==> config.mk <==
export PLATFORM = sky130hd
export DESIGN_NAME = line_maintenance_pattern_loopback
export DESIGN_NICKNAME = d
export VERILOG_FILES = /design/src/rtl/line_maintenance_pattern_loopback.v /design/src/rtl/seq_lock_checker.v
export VERILOG_INCLUDE_DIRS = /design/src /design/src/shared
export SDC_FILE = /design/constraint.sdc
export NUM_CORES = 1
export LEC_CHECK = 0
export BUFFER_PORTS_ARGS = -buffer_cell sky130_fd_sc_hd__buf_2
export CORE_ASPECT_RATIO = 0.9
export CORE_UTILIZATION = 58
export CTS_CLUSTER_SIZE = 28
export DETAILED_ROUTE_END_ITERATION = 10
export PLACE_DENSITY = 0.89
export SKIP_LAST_GASP = 1
export SLEW_MARGIN = 0
export SYNTH_ARGS = -nofsm -noshare
export SYNTH_HDL_FRONTEND = slang
export SYNTH_SLANG_ARGS = --single-unit
==> constraint.sdc <==
create_clock -name i_clk -period 6.3 [get_ports i_clk]
set_clock_uncertainty 0.15 [all_clocks]
set_input_delay 0.63 -clock i_clk [delete_from_list [all_inputs] [get_ports i_clk]]
set_output_delay 0.63 -clock i_clk [all_outputs]
set_load 0.03 [all_outputs]
==> src/shared/lmpl_consts.vh <==
`ifndef LMPL_CONSTS_VH
`define LMPL_CONSTS_VH

// ****************************************************************
// Register byte offsets.
// ****************************************************************
`define LMPL_REG_CTRL      8'h00
`define LMPL_REG_LOOP      8'h04
`define LMPL_REG_TXCODE    8'h08
`define LMPL_REG_RXCODE    8'h0C
`define LMPL_REG_STATUS    8'h10
`define LMPL_REG_EVENT     8'h14
`define LMPL_REG_ERRCNT    8'h18

// ****************************************************************
// Field positions.
// ****************************************************************
`define LMPL_CTRL_SRC_LO   0
`define LMPL_CTRL_CLKSEL   2
`define LMPL_CTRL_INV      3
`define LMPL_CTRL_CRIT     4
`define LMPL_CTRL_T1       5
`define LMPL_CTRL_CDR      6
`define LMPL_CTRL_HW       7
`define LMPL_EVT_EDGE      8
`define LMPL_EVT_EN        9
`define LMPL_ERR_SEL_LO    16

// ****************************************************************
// Reset values.
// ****************************************************************
`define LMPL_CTRL_RESET    8'h40
`define LMPL_CODE_RESET    8'h00

// ****************************************************************
// Alarm detection criteria.
// ****************************************************************
`define LMPL_E1_BLOCK_BITS 14'd512
`define LMPL_T1_BLOCK_BITS 14'd8192
`define LMPL_E1_MIN_ZEROS  4'd3
`define LMPL_T1_MIN_ZEROS  4'd9

// ****************************************************************
// Sequence lock window.
// ****************************************************************
`define LMPL_LOCK_WINDOW   64
`define LMPL_LOCK_MAX_ERR  7'd6

// ****************************************************************
// Loop code detection and timing.
// ****************************************************************
`define LMPL_CODE_WIN_BITS 8'd255
`define LMPL_CODE_MIN_HITS 8'd16
`define LMPL_AUTO_LOOP_MS  5100
`define LMPL_CLK_KHZ       40000
`define LMPL_AUTO_LOOP_CYC (`LMPL_AUTO_LOOP_MS * `LMPL_CLK_KHZ)
`define LMPL_MCLK_DIV      20

`endif

==> src/rtl/line_maintenance_pattern_loopback.v <==
`timescale 1ns/10ps
`default_nettype none

// Operation
// - Alarm detection runs only with clock recovery enabled; result readable as status.
// - E1 default criteria: two consecutive 512-bit blocks under 3 zeros declare alarm.
// - E1 alternate criteria: one 512-bit block decides, threshold 3 zeros.
// - T1/J1: 8192-bit block with fewer than 9 zeros declares, 9 clears.
// - Patterns run on transmit clock, or on master clock when clock select set.
// - Source 00 with transmit clock passes system data and stops code sending.
// - Source 01 sends all ones on the selected pattern clock.
// - Master clock selected with source 00 sends all zeros.
// - Sequence is 2^20-1 quasi-random, zero-limited, in T1/J1, 2^15-1 in E1.
// - Source 10 sends the sequence first bit first, inverted on request.
// - Lock set at six or fewer errors in 64 bits, cleared above six.
// - Lock changes set a sticky event, edge mode chosen, alert when enabled.
// - Error type 00 counts sequence errors in the 16-bit counter.
// - Analog loop returns transmit stream to receive outputs, line still driven.
// - Digital loop by bit or pins 10 returns transmit data, line still driven.
// - Internal patterns replace transmit data during analog or digital loop.
// - Remote loop by bit or pins 11 sends recovered data back to line.
// - Source 11 repeats the unframed programmed loop code toward the line.
// - Receiver spots loop codes framed or unframed despite occasional bit errors.
// - Auto loop sets remote loop after 5.1 s activate code, clears likewise.
// - Loop code is 8-bit pattern, 5 to 8 bits long by 2-bit field.

`include "lmpl_consts.vh"

module line_maintenance_pattern_loopback #(
  parameter        MCLK_DIV         = `LMPL_MCLK_DIV,
  parameter [27:0] AUTO_LOOP_CYCLES = `LMPL_AUTO_LOOP_CYC
) (
  input  wire        i_clk,
  input  wire        i_reset,
  input  wire        i_wb_cyc,
  input  wire        i_wb_stb,
  input  wire        i_wb_we,
  input  wire [7:0]  i_wb_adr,
  input  wire [3:0]  i_wb_sel,
  input  wire [31:0] i_wb_dat,
  output reg  [31:0] o_wb_dat,
  output reg         o_wb_ack,
  input  wire        i_tx_clock_in,
  input  wire        i_tx_data,
  input  wire        i_rx_clock,
  input  wire        i_rx_data,
  input  wire [1:0]  i_tx_source_select,
  input  wire [1:0]  i_loop_select_pins,
  output reg         o_line_tx_tip,
  output reg         o_line_tx_ring,
  output reg         o_line_tx_strobe,
  output reg         o_rx_data,
  output reg         o_rx_strobe,
  output wire        o_seq_lock_alert
);

  // ****************************************************************
  // Pin synchronisers: three stages, a value is taken once the last two agree.
  // ****************************************************************
  wire [7:0] pin_raw;
  reg  [7:0] s1_q;
  reg  [7:0] s2_q;
  reg  [7:0] s3_q;
  reg  [7:0] pin_q;
  reg  [7:0] pin_prev_q;

  assign pin_raw = {i_loop_select_pins, i_tx_source_select, i_rx_data, i_rx_clock,
                    i_tx_data, i_tx_clock_in};

  genvar g;
  generate
    for (g = 0; g < 8; g = g + 1) begin : g_sync
      always @(posedge i_clk) begin
        if (i_reset) begin
          s1_q[g]       <= 1'b0;
          s2_q[g]       <= 1'b0;
          s3_q[g]       <= 1'b0;
          pin_q[g]      <= 1'b0;
          pin_prev_q[g] <= 1'b0;
        end else begin
          s1_q[g]       <= pin_raw[g];
          s2_q[g]       <= s1_q[g];
          s3_q[g]       <= s2_q[g];
          if (s2_q[g] == s3_q[g]) begin
            pin_q[g] <= s3_q[g];
          end
          pin_prev_q[g] <= pin_q[g];
        end
      end
    end
  endgenerate

  wire tx_clock_in_tick = pin_q[0] & ~pin_prev_q[0];
  wire rclk_tick = pin_q[2] & ~pin_prev_q[2];

  // ****************************************************************
  // Control registers.
  // ****************************************************************
  reg  [7:0]  ctrl_q;
  reg  [3:0]  loop_q;
  reg  [9:0]  txcode_q;
  reg  [25:0] rxcode_q;
  reg  [1:0]  evt_cfg_q;
  reg  [1:0]  err_sel_q;
  reg  [15:0] err_cnt_q;
  reg         lock_event_q;
  reg         alarm_q;
  reg         remote_auto_q;
  reg         act_seen_q;
  reg         deact_seen_q;
  wire        seq_lock_status;

  wire       hw_mode             = ctrl_q[`LMPL_CTRL_HW];
  wire       source_clock_select = ctrl_q[`LMPL_CTRL_CLKSEL];
  wire       seq_invert          = ctrl_q[`LMPL_CTRL_INV];
  wire       criteria_select     = ctrl_q[`LMPL_CTRL_CRIT];
  wire       t1_mode             = ctrl_q[`LMPL_CTRL_T1];
  wire       cdr_enable          = ctrl_q[`LMPL_CTRL_CDR];
  wire [1:0] tx_source_select    = hw_mode ? pin_q[5:4] : ctrl_q[1:0];
  wire       analog_loop         = loop_q[0];
  wire       digital_loop        = loop_q[1] | (hw_mode & (pin_q[7:6] == 2'b10));
  wire       remote_loop         = loop_q[2] | (hw_mode & (pin_q[7:6] == 2'b11))
                                   | remote_auto_q;
  wire       auto_remote_enable  = loop_q[3];

  wire bus_req  = i_wb_cyc & i_wb_stb & ~o_wb_ack;
  wire bus_wr   = bus_req & i_wb_we;
  wire evt_wclr = bus_wr & (i_wb_adr == `LMPL_REG_EVENT) & i_wb_sel[0] & i_wb_dat[0];

  always @(posedge i_clk) begin
    if (i_reset) begin
      ctrl_q    <= `LMPL_CTRL_RESET;
      loop_q    <= 4'h0;
      txcode_q  <= 10'h000;
      rxcode_q  <= 26'h000_0000;
      evt_cfg_q <= 2'b00;
      err_sel_q <= 2'b00;
      o_wb_ack  <= 1'b0;
      o_wb_dat  <= 32'h0000_0000;
    end else begin
      o_wb_ack <= bus_req;
      if (bus_wr) begin
        case (i_wb_adr)
          `LMPL_REG_CTRL: begin
            if (i_wb_sel[0]) ctrl_q <= i_wb_dat[7:0];
          end
          `LMPL_REG_LOOP: begin
            if (i_wb_sel[0]) loop_q <= i_wb_dat[3:0];
          end
          `LMPL_REG_TXCODE: begin
            if (i_wb_sel[0]) txcode_q[7:0] <= i_wb_dat[7:0];
            if (i_wb_sel[1]) txcode_q[9:8] <= i_wb_dat[9:8];
          end
          `LMPL_REG_RXCODE: begin
            if (i_wb_sel[0]) rxcode_q[7:0]   <= i_wb_dat[7:0];
            if (i_wb_sel[1]) rxcode_q[9:8]   <= i_wb_dat[9:8];
            if (i_wb_sel[2]) rxcode_q[23:16] <= i_wb_dat[23:16];
            if (i_wb_sel[3]) rxcode_q[25:24] <= i_wb_dat[25:24];
          end
          `LMPL_REG_EVENT: begin
            if (i_wb_sel[1]) evt_cfg_q <= i_wb_dat[9:8];
          end
          `LMPL_REG_ERRCNT: begin
            if (i_wb_sel[2]) err_sel_q <= i_wb_dat[17:16];
          end
          default: begin
          end
        endcase
      end
      // Read data is only refreshed when a request is taken, so it stands until the next one.
      if (bus_req) begin
      case (i_wb_adr)
        `LMPL_REG_CTRL:   o_wb_dat <= {24'h00_0000, ctrl_q};
        `LMPL_REG_LOOP:   o_wb_dat <= {28'h000_0000, loop_q};
        `LMPL_REG_TXCODE: o_wb_dat <= {22'h00_0000, txcode_q};
        `LMPL_REG_RXCODE: o_wb_dat <= {6'h00, rxcode_q};
        `LMPL_REG_STATUS: o_wb_dat <= {27'h000_0000, deact_seen_q, act_seen_q, remote_loop,
                                       seq_lock_status, alarm_q};
        `LMPL_REG_EVENT:  o_wb_dat <= {22'h00_0000, evt_cfg_q, 7'h00, lock_event_q};
        `LMPL_REG_ERRCNT: o_wb_dat <= {14'h0000, err_sel_q, err_cnt_q};
        default:          o_wb_dat <= 32'h0000_0000;
      endcase
      end
    end
  end

  // ****************************************************************
  // Pattern clock selection.
  // ****************************************************************
  reg  [7:0] mdiv_q;
  wire       mclk_tick = (mdiv_q == 8'd0);

  always @(posedge i_clk) begin
    if (i_reset) begin
      mdiv_q <= 8'd0;
    end else if (mclk_tick) begin
      mdiv_q <= MCLK_DIV[7:0] - 8'd1;
    end else begin
      mdiv_q <= mdiv_q - 8'd1;
    end
  end

  wire pat_tick = source_clock_select ? mclk_tick : tx_clock_in_tick;

  // ****************************************************************
  // Sequence generator: 20-bit register, short taps in E1.
  // ****************************************************************
  reg  [19:0] gen_q;
  wire        gen_fb  = t1_mode ? (gen_q[19] ^ gen_q[16]) : (gen_q[14] ^ gen_q[13]);
  wire        gen_lim = t1_mode & (gen_q[13:0] == 14'h0000);
  wire        gen_bit = (gen_lim ? 1'b1 : gen_fb) ^ seq_invert;

  always @(posedge i_clk) begin
    if (i_reset) begin
      gen_q <= 20'h0_0001;
    end else if (pat_tick) begin
      gen_q <= {gen_q[18:0], gen_fb | (gen_q == 20'h0_0000)};
    end
  end

  // ****************************************************************
  // Transmit loop code, length 5 to 8 bits, sent first bit first.
  // ****************************************************************
  reg  [2:0] code_idx_q;
  wire [2:0] tx_code_last = {1'b1, txcode_q[9:8]};
  wire [2:0] tx_code_pos  = tx_code_last - code_idx_q;
  wire       code_bit     = txcode_q[tx_code_pos];

  always @(posedge i_clk) begin
    if (i_reset || tx_source_select != 2'b11) begin
      code_idx_q <= 3'd0;
    end else if (pat_tick) begin
      code_idx_q <= (code_idx_q == tx_code_last) ? 3'd0 : code_idx_q + 3'd1;
    end
  end

  // ****************************************************************
  // Transmit source and loopback routing.
  // ****************************************************************
  reg  tx_bit;
  wire tx_tick = remote_loop ? rclk_tick : pat_tick;

  always @* begin
    case (tx_source_select)
      2'b00:   tx_bit = source_clock_select ? 1'b0 : pin_q[1];
      2'b01:   tx_bit = 1'b1;
      2'b10:   tx_bit = gen_bit;
      2'b11:   tx_bit = code_bit;
      default: tx_bit = 1'b0;
    endcase
  end

  wire line_bit = remote_loop ? pin_q[3] : tx_bit;
  reg  ami_pol_q;

  always @(posedge i_clk) begin
    if (i_reset) begin
      o_line_tx_tip    <= 1'b0;
      o_line_tx_ring   <= 1'b0;
      o_line_tx_strobe <= 1'b0;
      ami_pol_q        <= 1'b0;
    end else begin
      o_line_tx_strobe <= tx_tick;
      if (tx_tick) begin
        // The line still carries the stream during analog and digital loops.
        o_line_tx_tip  <= line_bit & ~ami_pol_q;
        o_line_tx_ring <= line_bit & ami_pol_q;
        ami_pol_q      <= ami_pol_q ^ line_bit;
      end
    end
  end

  // ****************************************************************
  // Receive stream: recovered data, or the transmit stream in local loops.
  // ****************************************************************
  wire local_loop = analog_loop | digital_loop;
  wire rx_tick    = local_loop ? pat_tick : rclk_tick;
  wire rx_bit     = local_loop ? tx_bit : pin_q[3];

  always @(posedge i_clk) begin
    if (i_reset) begin
      o_rx_data   <= 1'b0;
      o_rx_strobe <= 1'b0;
    end else begin
      o_rx_strobe <= rx_tick;
      if (rx_tick) begin
        o_rx_data <= rx_bit;
      end
    end
  end

  // ****************************************************************
  // Alarm indication detection.
  // ****************************************************************
  reg  [12:0] blk_cnt_q;
  reg  [3:0]  zero_cnt_q;
  reg         prev_low_q;
  wire [13:0] blk_span = t1_mode ? `LMPL_T1_BLOCK_BITS : `LMPL_E1_BLOCK_BITS;
  wire [13:0] blk_span_m1 = blk_span - 14'd1;
  wire [12:0] blk_last = blk_span_m1[12:0];
  wire [3:0]  min_zero = t1_mode ? `LMPL_T1_MIN_ZEROS : `LMPL_E1_MIN_ZEROS;
  wire [3:0]  zeros_d  = zero_cnt_q + {3'd0, (~rx_bit & (zero_cnt_q != 4'hF))};
  wire        blk_low  = zeros_d < min_zero;
  wire        one_blk  = t1_mode | criteria_select;

  always @(posedge i_clk) begin
    if (i_reset || !cdr_enable) begin
      blk_cnt_q  <= 13'd0;
      zero_cnt_q <= 4'd0;
      prev_low_q <= 1'b0;
      alarm_q    <= 1'b0;
    end else if (rx_tick) begin
      if (blk_cnt_q == blk_last) begin
        blk_cnt_q  <= 13'd0;
        zero_cnt_q <= 4'd0;
        prev_low_q <= blk_low;
        if (one_blk) begin
          alarm_q <= blk_low;
        end else if (blk_low && prev_low_q) begin
          alarm_q <= 1'b1;
        end else if (!blk_low && !prev_low_q) begin
          alarm_q <= 1'b0;
        end
      end else begin
        blk_cnt_q  <= blk_cnt_q + 13'd1;
        zero_cnt_q <= zeros_d;
      end
    end
  end

  // ****************************************************************
  // Sequence checker, lock window, events and error counting.
  // ****************************************************************
  reg  [19:0] chk_q;
  wire        rx_plain = rx_bit ^ seq_invert;
  wire        chk_fb   = t1_mode ? (chk_q[19] ^ chk_q[16]) : (chk_q[14] ^ chk_q[13]);
  wire        chk_lim  = t1_mode & (chk_q[13:0] == 14'h0000);
  wire        seq_err  = rx_tick & ~chk_lim & (chk_fb != rx_plain);
  reg         lock_prev_q;

  always @(posedge i_clk) begin
    if (i_reset) begin
      chk_q <= 20'h0_0000;
    end else if (rx_tick) begin
      chk_q <= {chk_q[18:0], rx_plain};
    end
  end

  seq_lock_checker #(
    .WINDOW (`LMPL_LOCK_WINDOW)
  ) u_lock (
    .i_clk   (i_clk),
    .i_reset (i_reset),
    .i_tick  (rx_tick),
    .i_error (seq_err),
    .o_lock  (seq_lock_status)
  );

  wire lock_change = (seq_lock_status != lock_prev_q) &
                     (evt_cfg_q[0] | seq_lock_status);

  always @(posedge i_clk) begin
    if (i_reset) begin
      lock_prev_q  <= 1'b0;
      lock_event_q <= 1'b0;
      err_cnt_q    <= 16'h0000;
    end else begin
      lock_prev_q <= seq_lock_status;
      if (lock_change) begin
        lock_event_q <= 1'b1;
      end else if (evt_wclr) begin
        lock_event_q <= 1'b0;
      end
      if (seq_err && err_sel_q == 2'b00 && err_cnt_q != 16'hFFFF) begin
        err_cnt_q <= err_cnt_q + 16'h0001;
      end else if (bus_wr && i_wb_adr == `LMPL_REG_ERRCNT && i_wb_sel[0]) begin
        err_cnt_q <= 16'h0000;
      end
    end
  end

  assign o_seq_lock_alert = lock_event_q & evt_cfg_q[1];

  // ****************************************************************
  // Receive loop code detection and automatic remote loop.
  // ****************************************************************
  reg  [7:0]  rx_hist_q;
  reg  [7:0]  win_cnt_q;
  reg  [7:0]  act_hits_q;
  reg  [7:0]  deact_hits_q;
  reg  [27:0] act_tmr_q;
  reg  [27:0] deact_tmr_q;

  function match_code;
    input [7:0] hist;
    input [7:0] code;
    input [1:0] len;
    reg   [7:0] mask;
    begin
      mask       = 8'hFF >> (2'd3 - len);
      match_code = ((hist ^ code) & mask) == 8'h00;
    end
  endfunction

  wire act_hit   = match_code(rx_hist_q, rxcode_q[7:0], rxcode_q[9:8]);
  wire deact_hit = match_code(rx_hist_q, rxcode_q[23:16], rxcode_q[25:24]);

  always @(posedge i_clk) begin
    if (i_reset) begin
      rx_hist_q    <= 8'h00;
      win_cnt_q    <= 8'h00;
      act_hits_q   <= 8'h00;
      deact_hits_q <= 8'h00;
      act_seen_q   <= 1'b0;
      deact_seen_q <= 1'b0;
    end else if (rx_tick) begin
      rx_hist_q <= {rx_hist_q[6:0], rx_bit};
      win_cnt_q <= win_cnt_q + 8'h01;
      if (win_cnt_q == `LMPL_CODE_WIN_BITS) begin
        // Counting hits over a window rides over framing bits and bit errors.
        act_seen_q   <= act_hits_q >= `LMPL_CODE_MIN_HITS;
        deact_seen_q <= deact_hits_q >= `LMPL_CODE_MIN_HITS;
        act_hits_q   <= 8'h00;
        deact_hits_q <= 8'h00;
      end else begin
        act_hits_q   <= act_hits_q + {7'd0, act_hit & (act_hits_q != 8'hFF)};
        deact_hits_q <= deact_hits_q + {7'd0, deact_hit & (deact_hits_q != 8'hFF)};
      end
    end
  end

  always @(posedge i_clk) begin
    if (i_reset || !auto_remote_enable) begin
      act_tmr_q     <= 28'd0;
      deact_tmr_q   <= 28'd0;
      remote_auto_q <= 1'b0;
    end else begin
      act_tmr_q   <= act_seen_q ? ((act_tmr_q == AUTO_LOOP_CYCLES) ? act_tmr_q
                                   : act_tmr_q + 28'd1) : 28'd0;
      deact_tmr_q <= deact_seen_q ? ((deact_tmr_q == AUTO_LOOP_CYCLES) ? deact_tmr_q
                                     : deact_tmr_q + 28'd1) : 28'd0;
      if (deact_tmr_q == AUTO_LOOP_CYCLES) begin
        remote_auto_q <= 1'b0;
      end else if (act_tmr_q == AUTO_LOOP_CYCLES) begin
        remote_auto_q <= 1'b1;
      end
    end
  end

endmodule

`default_nettype wire

==> src/rtl/seq_lock_checker.v <==
`timescale 1ns/10ps
`default_nettype none

// ****************************************************************
// Sliding-window error monitor for the sequence checker.
// ****************************************************************
`include "lmpl_consts.vh"

module seq_lock_checker #(
  parameter WINDOW = `LMPL_LOCK_WINDOW
) (
  input  wire       i_clk,
  input  wire       i_reset,
  input  wire       i_tick,
  input  wire       i_error,
  output reg        o_lock
);

  reg  [WINDOW-1:0] hist_q;
  reg  [6:0]        count_q;
  wire [6:0]        count_d;

  // The count tracks the errors held in the window as bits enter and leave.
  assign count_d = count_q + {6'd0, i_error} - {6'd0, hist_q[WINDOW-1]};

  always @(posedge i_clk) begin
    if (i_reset) begin
      hist_q  <= {WINDOW{1'b0}};
      count_q <= 7'd0;
      o_lock  <= 1'b0;
    end else if (i_tick) begin
      hist_q  <= {hist_q[WINDOW-2:0], i_error};
      count_q <= count_d;
      o_lock  <= (count_d <= `LMPL_LOCK_MAX_ERR);
    end
  end

endmodule

`default_nettype wire

# Word-level counts from Yosys, hierarchy flattened
# Index checks and enable logic that the tools add are counted.
[classes]
add_sub_neg = 16
magnitude_cmp = 5
eq_ne = 31
n_shift = 2
n_mux = 29
n_bitwise = 47
reduce_logical = 42
[ops]
columns = ["operator", "n"]
rows = [
  ["one-hot mux 26 bit (7 select lines)", 1],
  ["adder 28 x 1 -> 28 bit, second input constant", 2],
  ["equality test 28 bit, second input constant", 2],
  ["AND reduction 3 bit", 11],
  ["logical NOT 8 bit", 4],
  ["two-way mux 16 bit", 2],
  ["logical NOT 14 bit", 2],
  ["equality test 8 x 5 -> 1 bit, second input constant", 3],
  ["bitwise AND 1 bit", 21],
  ["logical NOT 20 bit", 1],
  ["adder 16 x 1 -> 16 bit, second input constant", 1],
  ["adder 8 x 1 -> 8 bit", 2],
  ["bitwise AND 8 bit", 2],
  ["equality test 8 x 4 -> 1 bit, second input constant", 2],
  [">= comparator 8 x 5 -> 1 bit, second input constant", 2],
  ["two-way mux 8 bit", 2],
  ["inequality test 16 bit, second input constant", 1],
  ["inequality test 8 bit, second input constant", 2],
  [">> shifter 8 x 2 -> 8 bit, first input constant", 2],
  ["XOR 8 bit", 2],
  ["two-way mux 1 bit", 15],
  ["adder 13 x 1 -> 13 bit, second input constant", 1],
  ["equality test 13 bit", 1],
  ["two-way mux 13 bit", 1],
  ["other kinds (39)", 87],
]
[word_totals]
reg_bits = 370
inputBits = 57
output_inout_bits = 39
elab_cells = 248

# Longest topological paths before layout
# Gate-level depths: netlist of run 1.
[logic_depth]
ltp_word = 15
depth_mapped = 22
ltp_nobuf = 21

# Modules after synthesis
# Synthesis of run 1 repeated with hierarchy kept, for this count alone.
[hier_totals]
cells_unflattened = 1732
hier_area_um2 = 15397.3
[modules_own_cells]
columns = ["mod", "instances", "cells_each", "area_per_inst_um2", "seq_area_each_um2"]
rows = [
  ["line_maintenance_pattern_loopback", 1, 1452, 12554.5, 5825.6],
  ["seq_lock_checker", 1, 280, 2842.7, 1441.4],
]

# Least setup slack after synthesis of run 1
# OpenSTA, ideal clock, no wires.
[synth_path]
path_kind = "register -> register"
start = "register code_idx_q[0]"
end = "register u_lock.o_lock"
setup_ps = 66
arrival_ps = 4570
t_required_ps = 6084
path_slack_ps = 1514
path_stages_with_launch = 21
n_path_buf = 1
synth_period_minus_slack_ps = 4786
cell_sequence = "dfxtp_1 -> ha_1 -> inv_1 -> fa_1 -> mux4_2 -> nor2b_1 -> a211oi_1 -> a221oi_4 -> xnor2_2 -> buf_2 -> nor2_1 -> ha_1 -> inv_1 -> fa_1 -> inv_1 -> a21o_1 -> a21oi_1 -> xnor2_1 -> or4_1 -> o32ai_1 -> nor2b_1"
[synth_between]
elab_chain_len = 11
[synth_rtl]
columns = ["item", "line_no", "text"]
rows = [
  ["from (decl)", "line_maintenance_pattern_loopback.v:224", "reg [2:0] code_idx_q;"],
  ["from (signal assigned)", "line_maintenance_pattern_loopback.v:233", "code_idx_q <= (code_idx_q == tx_code_last) ? 3'd0 : code_idx_q + 3'd1;"],
  ["subtractor 3 bit", "line_maintenance_pattern_loopback.v:226", "wire [2:0] tx_code_pos = tx_code_last - code_idx_q;"],
  ["binary-select mux 1 bit (select 3 bit)", "line_maintenance_pattern_loopback.v:227", "wire code_bit = txcode_q[tx_code_pos];"],
  ["two-way mux 1 bit (implied by the code)", "line_maintenance_pattern_loopback.v:227", ""],
  ["one-hot mux 1 bit (4 select lines)", "line_maintenance_pattern_loopback.v:244", "case (tx_source_select)"],
  ["two-way mux 1 bit", "line_maintenance_pattern_loopback.v:278", "wire rx_bit = local_loop ? tx_bit : pin_q[3];"],
  ["XOR 1 bit", "line_maintenance_pattern_loopback.v:335", "wire rx_plain = rx_bit ^ seq_invert;"],
  ["inequality test 1 bit", "line_maintenance_pattern_loopback.v:338", "wire seq_err = rx_tick & ~chk_lim & (chk_fb != rx_plain);"],
  ["bitwise AND 1 bit", "line_maintenance_pattern_loopback.v:338", ""],
  ["net seq_err", "line_maintenance_pattern_loopback.v:338", ""],
  ["adder 7 x 1 -> 7 bit", "seq_lock_checker.v:24", "assign count_d = count_q + {6'd0, i_error} - {6'd0, hist_q[WINDOW-1]};"],
  ["subtractor 7 x 1 -> 7 bit", "seq_lock_checker.v:24", ""],
  ["less-or-equal comparator 7 x 3 -> 1 bit (no line)", "-", ""],
  ["to (signal assigned)", "seq_lock_checker.v:34", "o_lock <= (count_d <= `LMPL_LOCK_MAX_ERR);"],
  ["to (decl)", "seq_lock_checker.v:16", "output reg o_lock"],
]
# The timed path passes the listed nets, and every way through them passes these cells. The select of a mux whose other input is x is not followed.
# A chain may end at the register's enable or synchronous reset.

# Worst setup path in the final report of run 1
# Same ends and word-level chain as after synthesis.

==> results of run 1 <==
## metal layers
metal	wire [µm]	up-vias	part of all wire, %
met5	0	-	0
met4	935	0	2.7
met3	2270	91	6.6
met2	16600	462	48
met1	14500	6058	42
li1	-	6217	-
## cell families after synthesis
| group | after synthesis | synth area share, % |
|---|---|---|
| adders and majority gates | 31 | 2.65 |
| AOI/OAI and AO/OA | 325 | 12.3 |
| xor gates and xnor gates | 108 | 6.27 |
| buffers and inverters | 124 | 3.38 |
| other | 1 | 0.0247 |
| DFF | 363 | 47.8 |
| and+or+nand+nor | 806 | 23.7 |
| muxes | 54 | 3.80 |
## layout by cell type (no fill, tap or decap), types with 6 or more instances in the layout
cell,netlist,routed
o21ai_1,14,14
o21ai_0,33,33
and3_1,14,14
xnor2_1,48,48
dfxtp_1,363,363
ha_1,29,29
buf_4,7,11
nor2b_1,36,36
mux2i_1,46,45
or4_1,6,6
inv_1,31,31
clkbuf_16,0,35
nor2_1,193,193
clkinv_2,0,8
nand3_1,68,68
clkbuf_8,0,6
nor3_1,16,16
or3_1,23,23
xor2_1,59,59
a221o_1,7,7
conb_1,1,6
nor4_1,22,22
a21oi_1,214,213
a22o_1,9,9
nand4_1,23,23
a211oi_1,7,7
nand2b_1,10,10
buf_2,6,76
nand2_1,366,366
## state kept, by name (all words and copies together) (netlist names), 4 cells and up
signal / cells
err_cnt_q: 16
u_lock.hist_q: 64
s2_q: 8
mdiv_q: 8
u_lock.count_q: 7
s3_q: 8
win_cnt_q: 8
blk_cnt_q: 13
ctrl_q: 8
pin_q: 8
act_tmr_q: 28
rx_hist_q: 8
txcode_q: 10
s1_q: 8
rxcode_q: 20
act_hits_q: 8
deact_hits_q: 8
zero_cnt_q: 4
chk_q: 20
deact_tmr_q: 28
loop_q: 4
o_wb_dat: 26
gen_q: 20
## power breakdown
group / switching [µW] / internal, µW / total [µW]
Combinational: 115 / 60.4 / 175
Clock: 888 / 1250 / 2140
Sequential: 22.0 / 2320 / 2340
Total: 1020 / 3630 / 4660
## synth_stat cells, types with 29 or more instances
master	instances
a21oi_1	214
inv_1	31
clkbuf_1	69
nand2_1	366
nor2_1	193
xor2_1	59
dfxtp_1	363
xnor2_1	48
ha_1	29
mux2i_1	46
nor2b_1	36
nand3_1	68
o21ai_0	33
## path summary, 6_finish.rpt
kind | startpoint | endpoint | depth (start not counted)
worst min register to register | s1_q[4]$_SDFF_PP0_ | s2_q[4]$_SDFF_PP0_ | 1
worst max register to register | code_idx_q[0]$_SDFFE_PP0P_ | u_lock.o_lock$_SDFFE_PP0P_ | 20
worst min-delay path | i_loop_select_pins[1] | s1_q[7]$_SDFF_PP0_ | 2
worst max-delay path | code_idx_q[0]$_SDFFE_PP0P_ | u_lock.o_lock$_SDFFE_PP0P_ | 20
## metrics by stage
| step | util [%] | setup slack [ns] | hold WS (ns) |
|---|---|---|---|
| after floorplan | - | 1.51 | 0.264 |
| after global placement | 61.9 | 1.15 | 0.267 |
| after detailed placement | 61.9 | 1.05 | 0.288 |
| after CTS | 66.5 | 0.988 | 0.153 |
| after global routing | 66.5 | 0.741 | 0.168 |
| final | 66.5 | 0.940 | 0.163 |
## area by class of cell
| class | count | area, µm² | share of cell area, % |
|---|---|---|---|
| clock inverters | 18 | 210 | 1.24 |
| repair buffers | 88 | 477 | 2.82 |
| multi-input cells | 1330 | 7460 | 44.1 |
| well taps | 342 | 428 | 2.53 |
| flip-flops and latches | 363 | 7270 | 42.9 |
| inverters | 32 | 120 | 0.710 |
| clock buffers | 44 | 960 | 5.67 |
==> impl_metrics.ini, run 1 <==
[die]
die_width_um = 173
ios = 96
dieArea_mm2 = 0.0269
rows = 55
start_util_pct = 59.7
die_y_um = 156
placeableCoreArea_mm2 = 0.0255

[worst_setup_path]
end_kind = flop
cp.arrival_ns = 5.66
r2r_setup_slack_ns = 0.94
path_buf_inv = 4
cp_common_cell = inv_1
critPathMaxFanout = 16
path_cells = ha_1, inv_1, fa_1, mux4_2, nor2b_1, a211oi_1, a221oi_4, xnor2_2, buf_4, nor2_1, ha_1, inv_1, fa_1, inv_1, a21o_1, a21oi_1, xnor2_1, or4_1, o32ai_1, nor2b_1
required_ns = 6.60
cpMaxStageDelayCell = a211oi_1
crit_family = adder cells
cp-start-kind = flop
crit_type = flop to flop
cpPeakStageDelay_ns = 0.61

[power]
vdd_drop_max_mv = 0.256
p_leak_uw = 0.00596
power_uw = 4660
p_per_area_mw_per_mm2 = 275

[yosys]
synth_cell_types = 67
synth_top_area_share_pct = 47.8
yosysWarningCount = 0
synth-seq-cells = 363
yosys-top-cells-area = dfxtp_1 (48%), nand2_1 (9.0%), a21oi_1 (7.0%)
post-synth-top-area-cell = dfxtp_1
syn_area_mm2 = 0.0152
synth_ff_type = dfxtp_1
syn_avg_cell_area_um2 = 8.39
synth_edf_count = 0
synth_seq_area_share_pct = 47.8
synth_cells = 1812
async_flop_share_pct = 0

[clock_network]
cts_tree = yes
clk_pin_slew_ns = 0.07
cts_setup_buffers = 0
hold_buffers = 0
cts_buffers = 35
ctsLongestPathBuffers = 3
htreeDepth = 2
clkSinkCount = 363
ctsRootBufferMaster = clkbuf_16
ctsResizeCount = 0
worstSkewPairLatency_ns = 0.53

[route]
ant_nets = 0
drc = 0
num_vias = 12800
detail_route.wl_per_cell_um = 15.5
vias_per_cell = 5.79
initialDrtViolationCount = 1327
dr.pass1.iters = 8
finalWirelength_mm = 34.3

[global_route]
track_usage_pct = 25.4
grt_use_met3_pct = 4.12
globalRouteMet1Util_pct = 31.5
use_met2_pct = 44.7
grt_overflow = 0
grt_pass1_vias = 12200
busiest_layer = met2
grt_max_degree = 109
antenna_found_initial = 0
grt_pass1_wl_mm = 57.4

[timing]
worstMarginPinSlew_ns = 1.01
setup_viol_count_final = 0
slew_violations = 0
hold_viol = 0
period_share_pct = 85.1
relSlewSlack_pct = 32.4
rsz0062_at_grt = no
finalCriticalPeriod_ns = 5.36
fmax_mhz = 187
finalSetupTns_ns = 0

[cells_and_area]
diodes = 0
nNetsFinal = 1938
drive_above_1_share_pct = 9.01
design_area_mm2 = 0.0169
nFillCells = 1912
syn_to_final_growth_pct = 11.4
layout.cells.non_filler = 2217

[min_path]
holdCritPathClass = primary input to flop

[placed_design]
routabilityCongestion = 0.919
post-dp-hpwl_mm = 22.7
portBuffers = 77
placedCellCount = 2155
placed_cell_area_mm2 = 0.0158

[flow_run]
maxCapViolations = 0

[status]
status = completed
(Power assumes the default switching activity.)
==> run 2, diff against run 1 <==
==> constraint.sdc (replaced) <==
create_clock -name i_clk -period 6.3 [get_ports i_clk]
set_clock_uncertainty 0.15 [all_clocks]
set_input_delay 1.26 -clock i_clk [delete_from_list [all_inputs] [get_ports i_clk]]
set_output_delay 1.26 -clock i_clk [all_outputs]
set_load 0.03 [all_outputs]
==> impl_metrics.ini, run 2 (synthesis gave the netlist of run 1 again) <==
[cells_and_area]
syn_to_final_growth_pct = 11.1
layout.cells.non_filler = 2217
regMostFlops = u_lock.hist_q
final_common_cell = nand2_1
drive_above_1_share_pct = 8.75
nNetsFinal = 1939
nFillCells = 1944
mostFrequentLayoutCells = nand2_1 (366), dfxtp_1 (363), a21oi_1 (213), nor2_1 (193), buf_2 (76)
diodes = 0
design_area_mm2 = 0.0169
top_regs = u_lock.hist_q: 64 flops, act_tmr_q: 28 flops, deact_tmr_q: 28 flops
largest_register_ffs = 64

[clock_network]
cts_tree = yes
ctsResizeCount = 0
htreeDepth = 2
ctsRootBufferMaster = clkbuf_16
cts_buffers = 35
clk_pin_slew_ns = 0.06
ctsLongestPathBuffers = 3
clkSinkCount = 363
cts_setup_buffers = 0
hold_buffers = 0
worstSkewPairLatency_ns = 0.52

[worst_setup_path]
cp.arrival_ns = 5.61
path_buf_inv = 4
cp-start-kind = flop
crit_type = flop to flop
cp_common_cell = inv_1
cpMaxStageDelayCell = a211oi_1
end_kind = flop
required_ns = 6.59
crit_family = adder cells
critPathMaxFanout = 16
cpPeakStageDelay_ns = 0.59
path_cells = ha_1, inv_1, fa_1, mux4_2, nor2b_1, a211oi_1, a221oi_4, xnor2_2, buf_4, nor2_1, ha_1, inv_1, fa_1, inv_1, a21o_1, a21oi_1, xnor2_1, or4_1, o32ai_1, nor2b_1

[route]
finalWirelength_mm = 33.4
detail_route.wl_per_cell_um = 15.1
vias_per_cell = 5.74
dr.pass1.iters = 5
num_vias = 12700
drc = 0
initialDrtViolationCount = 1174
ant_nets = 0

[die]
start_util_pct = 59.7
rows = 55
placeableCoreArea_mm2 = 0.0255
die_width_um = 173
ios = 96
dieArea_mm2 = 0.0269
die_y_um = 156

[timing]
rsz0062_at_grt = no
holdWs_ns = 0.282
worstMarginPinSlew_ns = 0.968
slew_violations = 0
relSlewSlack_pct = 35.3
period_share_pct = 84.4
fmax_mhz = 188
setup_viol_count_final = 0
hold_viol = 0
finalCriticalPeriod_ns = 5.32
finalSetupTns_ns = 0
worst_slack_ns = 0.983

[status]
status = completed

[global_route]
grt_pass1_wl_mm = 56.0
antenna_found_initial = 0
track_usage_pct = 24.7
grt_max_degree = 123
grt_overflow = 0
grt_pass1_vias = 11900

[placed_design]
portBuffers = 77
placed_cell_area_mm2 = 0.0158
routabilityCongestion = 0.955
post-dp-hpwl_mm = 21.9
pre_cts_slack_ns = 1.12
placedCellCount = 2156

[power]
p_per_area_mw_per_mm2 = 272
p_leak_uw = 0.00594
vdd_drop_max_mv = 0.235

[flow_run]
maxCapViolations = 0

[min_path]
holdCritPathClass = flop to flop
-- run 2: cell types whose count changed in the layout (fill, tap and decap cells not counted) --
cell	before	now
clkbuf_16	35	37
bufinv_16	4	2
buf_4	11	12
clkinvlp_4	2	0
inv_6	4	1
clkbuf_1	4	9
clkbuf_8	6	5
-- run 2: metrics by stage --
step / utilization [%] / total power [µW]
finish: 66.3 / 4580
detailed placement: 61.9 / 2560
global route: 66.3 / 4730
floorplan: - / 2520
global placement: 61.9 / 2550
CTS: 66.3 / 4620
-- run 2: where the power goes --
group          switching (µW)  internal [µW]  total (µW)
clock                     866           1210        2070
sequential               21.1           2320        2340
combinational             112           60.4         172
total                     999           3590        4580
-- run 2: worst paths after layout --
check / from / to / slack (ns) / cells past startpoint
max reg2reg: code_idx_q[0]$_SDFFE_PP0P_ / u_lock.o_lock$_SDFFE_PP0P_ / 0.98 / 20
min: s1_q[1]$_SDFF_PP0_ / s2_q[1]$_SDFF_PP0_ / 0.28 / 1
max: code_idx_q[0]$_SDFFE_PP0P_ / u_lock.o_lock$_SDFFE_PP0P_ / 0.98 / 20
min reg2reg: s1_q[1]$_SDFF_PP0_ / s2_q[1]$_SDFF_PP0_ / 0.28 / 1
-- run 2: area by class of cell --
cell class | instances | area, µm² | area share (%)
clock inverters | 11 | 109 | 0.645
inverters | 32 | 120 | 0.711
flip-flops and latches | 363 | 7270 | 43.0
clock buffers | 50 | 1010 | 6.01
well taps | 342 | 428 | 2.53
multi-input cells | 1330 | 7460 | 44.2
repair buffers | 89 | 484 | 2.87
-- run 2: per-layer routing --
layer | track usage, % | routed length [µm]
met1 | 31.4 | 14700
met2 | 42.9 | 15900
met3 | 3.85 | 1990
met4 | 8.55 | 831
met5 | 0 | 0
-- run 2: worst reg2reg max path, cell delays in order (launching register included) --
cell	delay, ns
dfxtp_1	0.39
ha_1	0.17
inv_1	0.05
fa_1	0.55
mux4_2	0.50
nor2b_1	0.15
a211oi_1	0.59
a221oi_4	0.20
xnor2_2	0.19
buf_4	0.22
nor2_1	0.15
ha_1	0.19
inv_1	0.06
fa_1	0.40
inv_1	0.07
a21o_1	0.10
a21oi_1	0.09
xnor2_1	0.15
or4_1	0.51
o32ai_1	0.22
nor2b_1	0.14
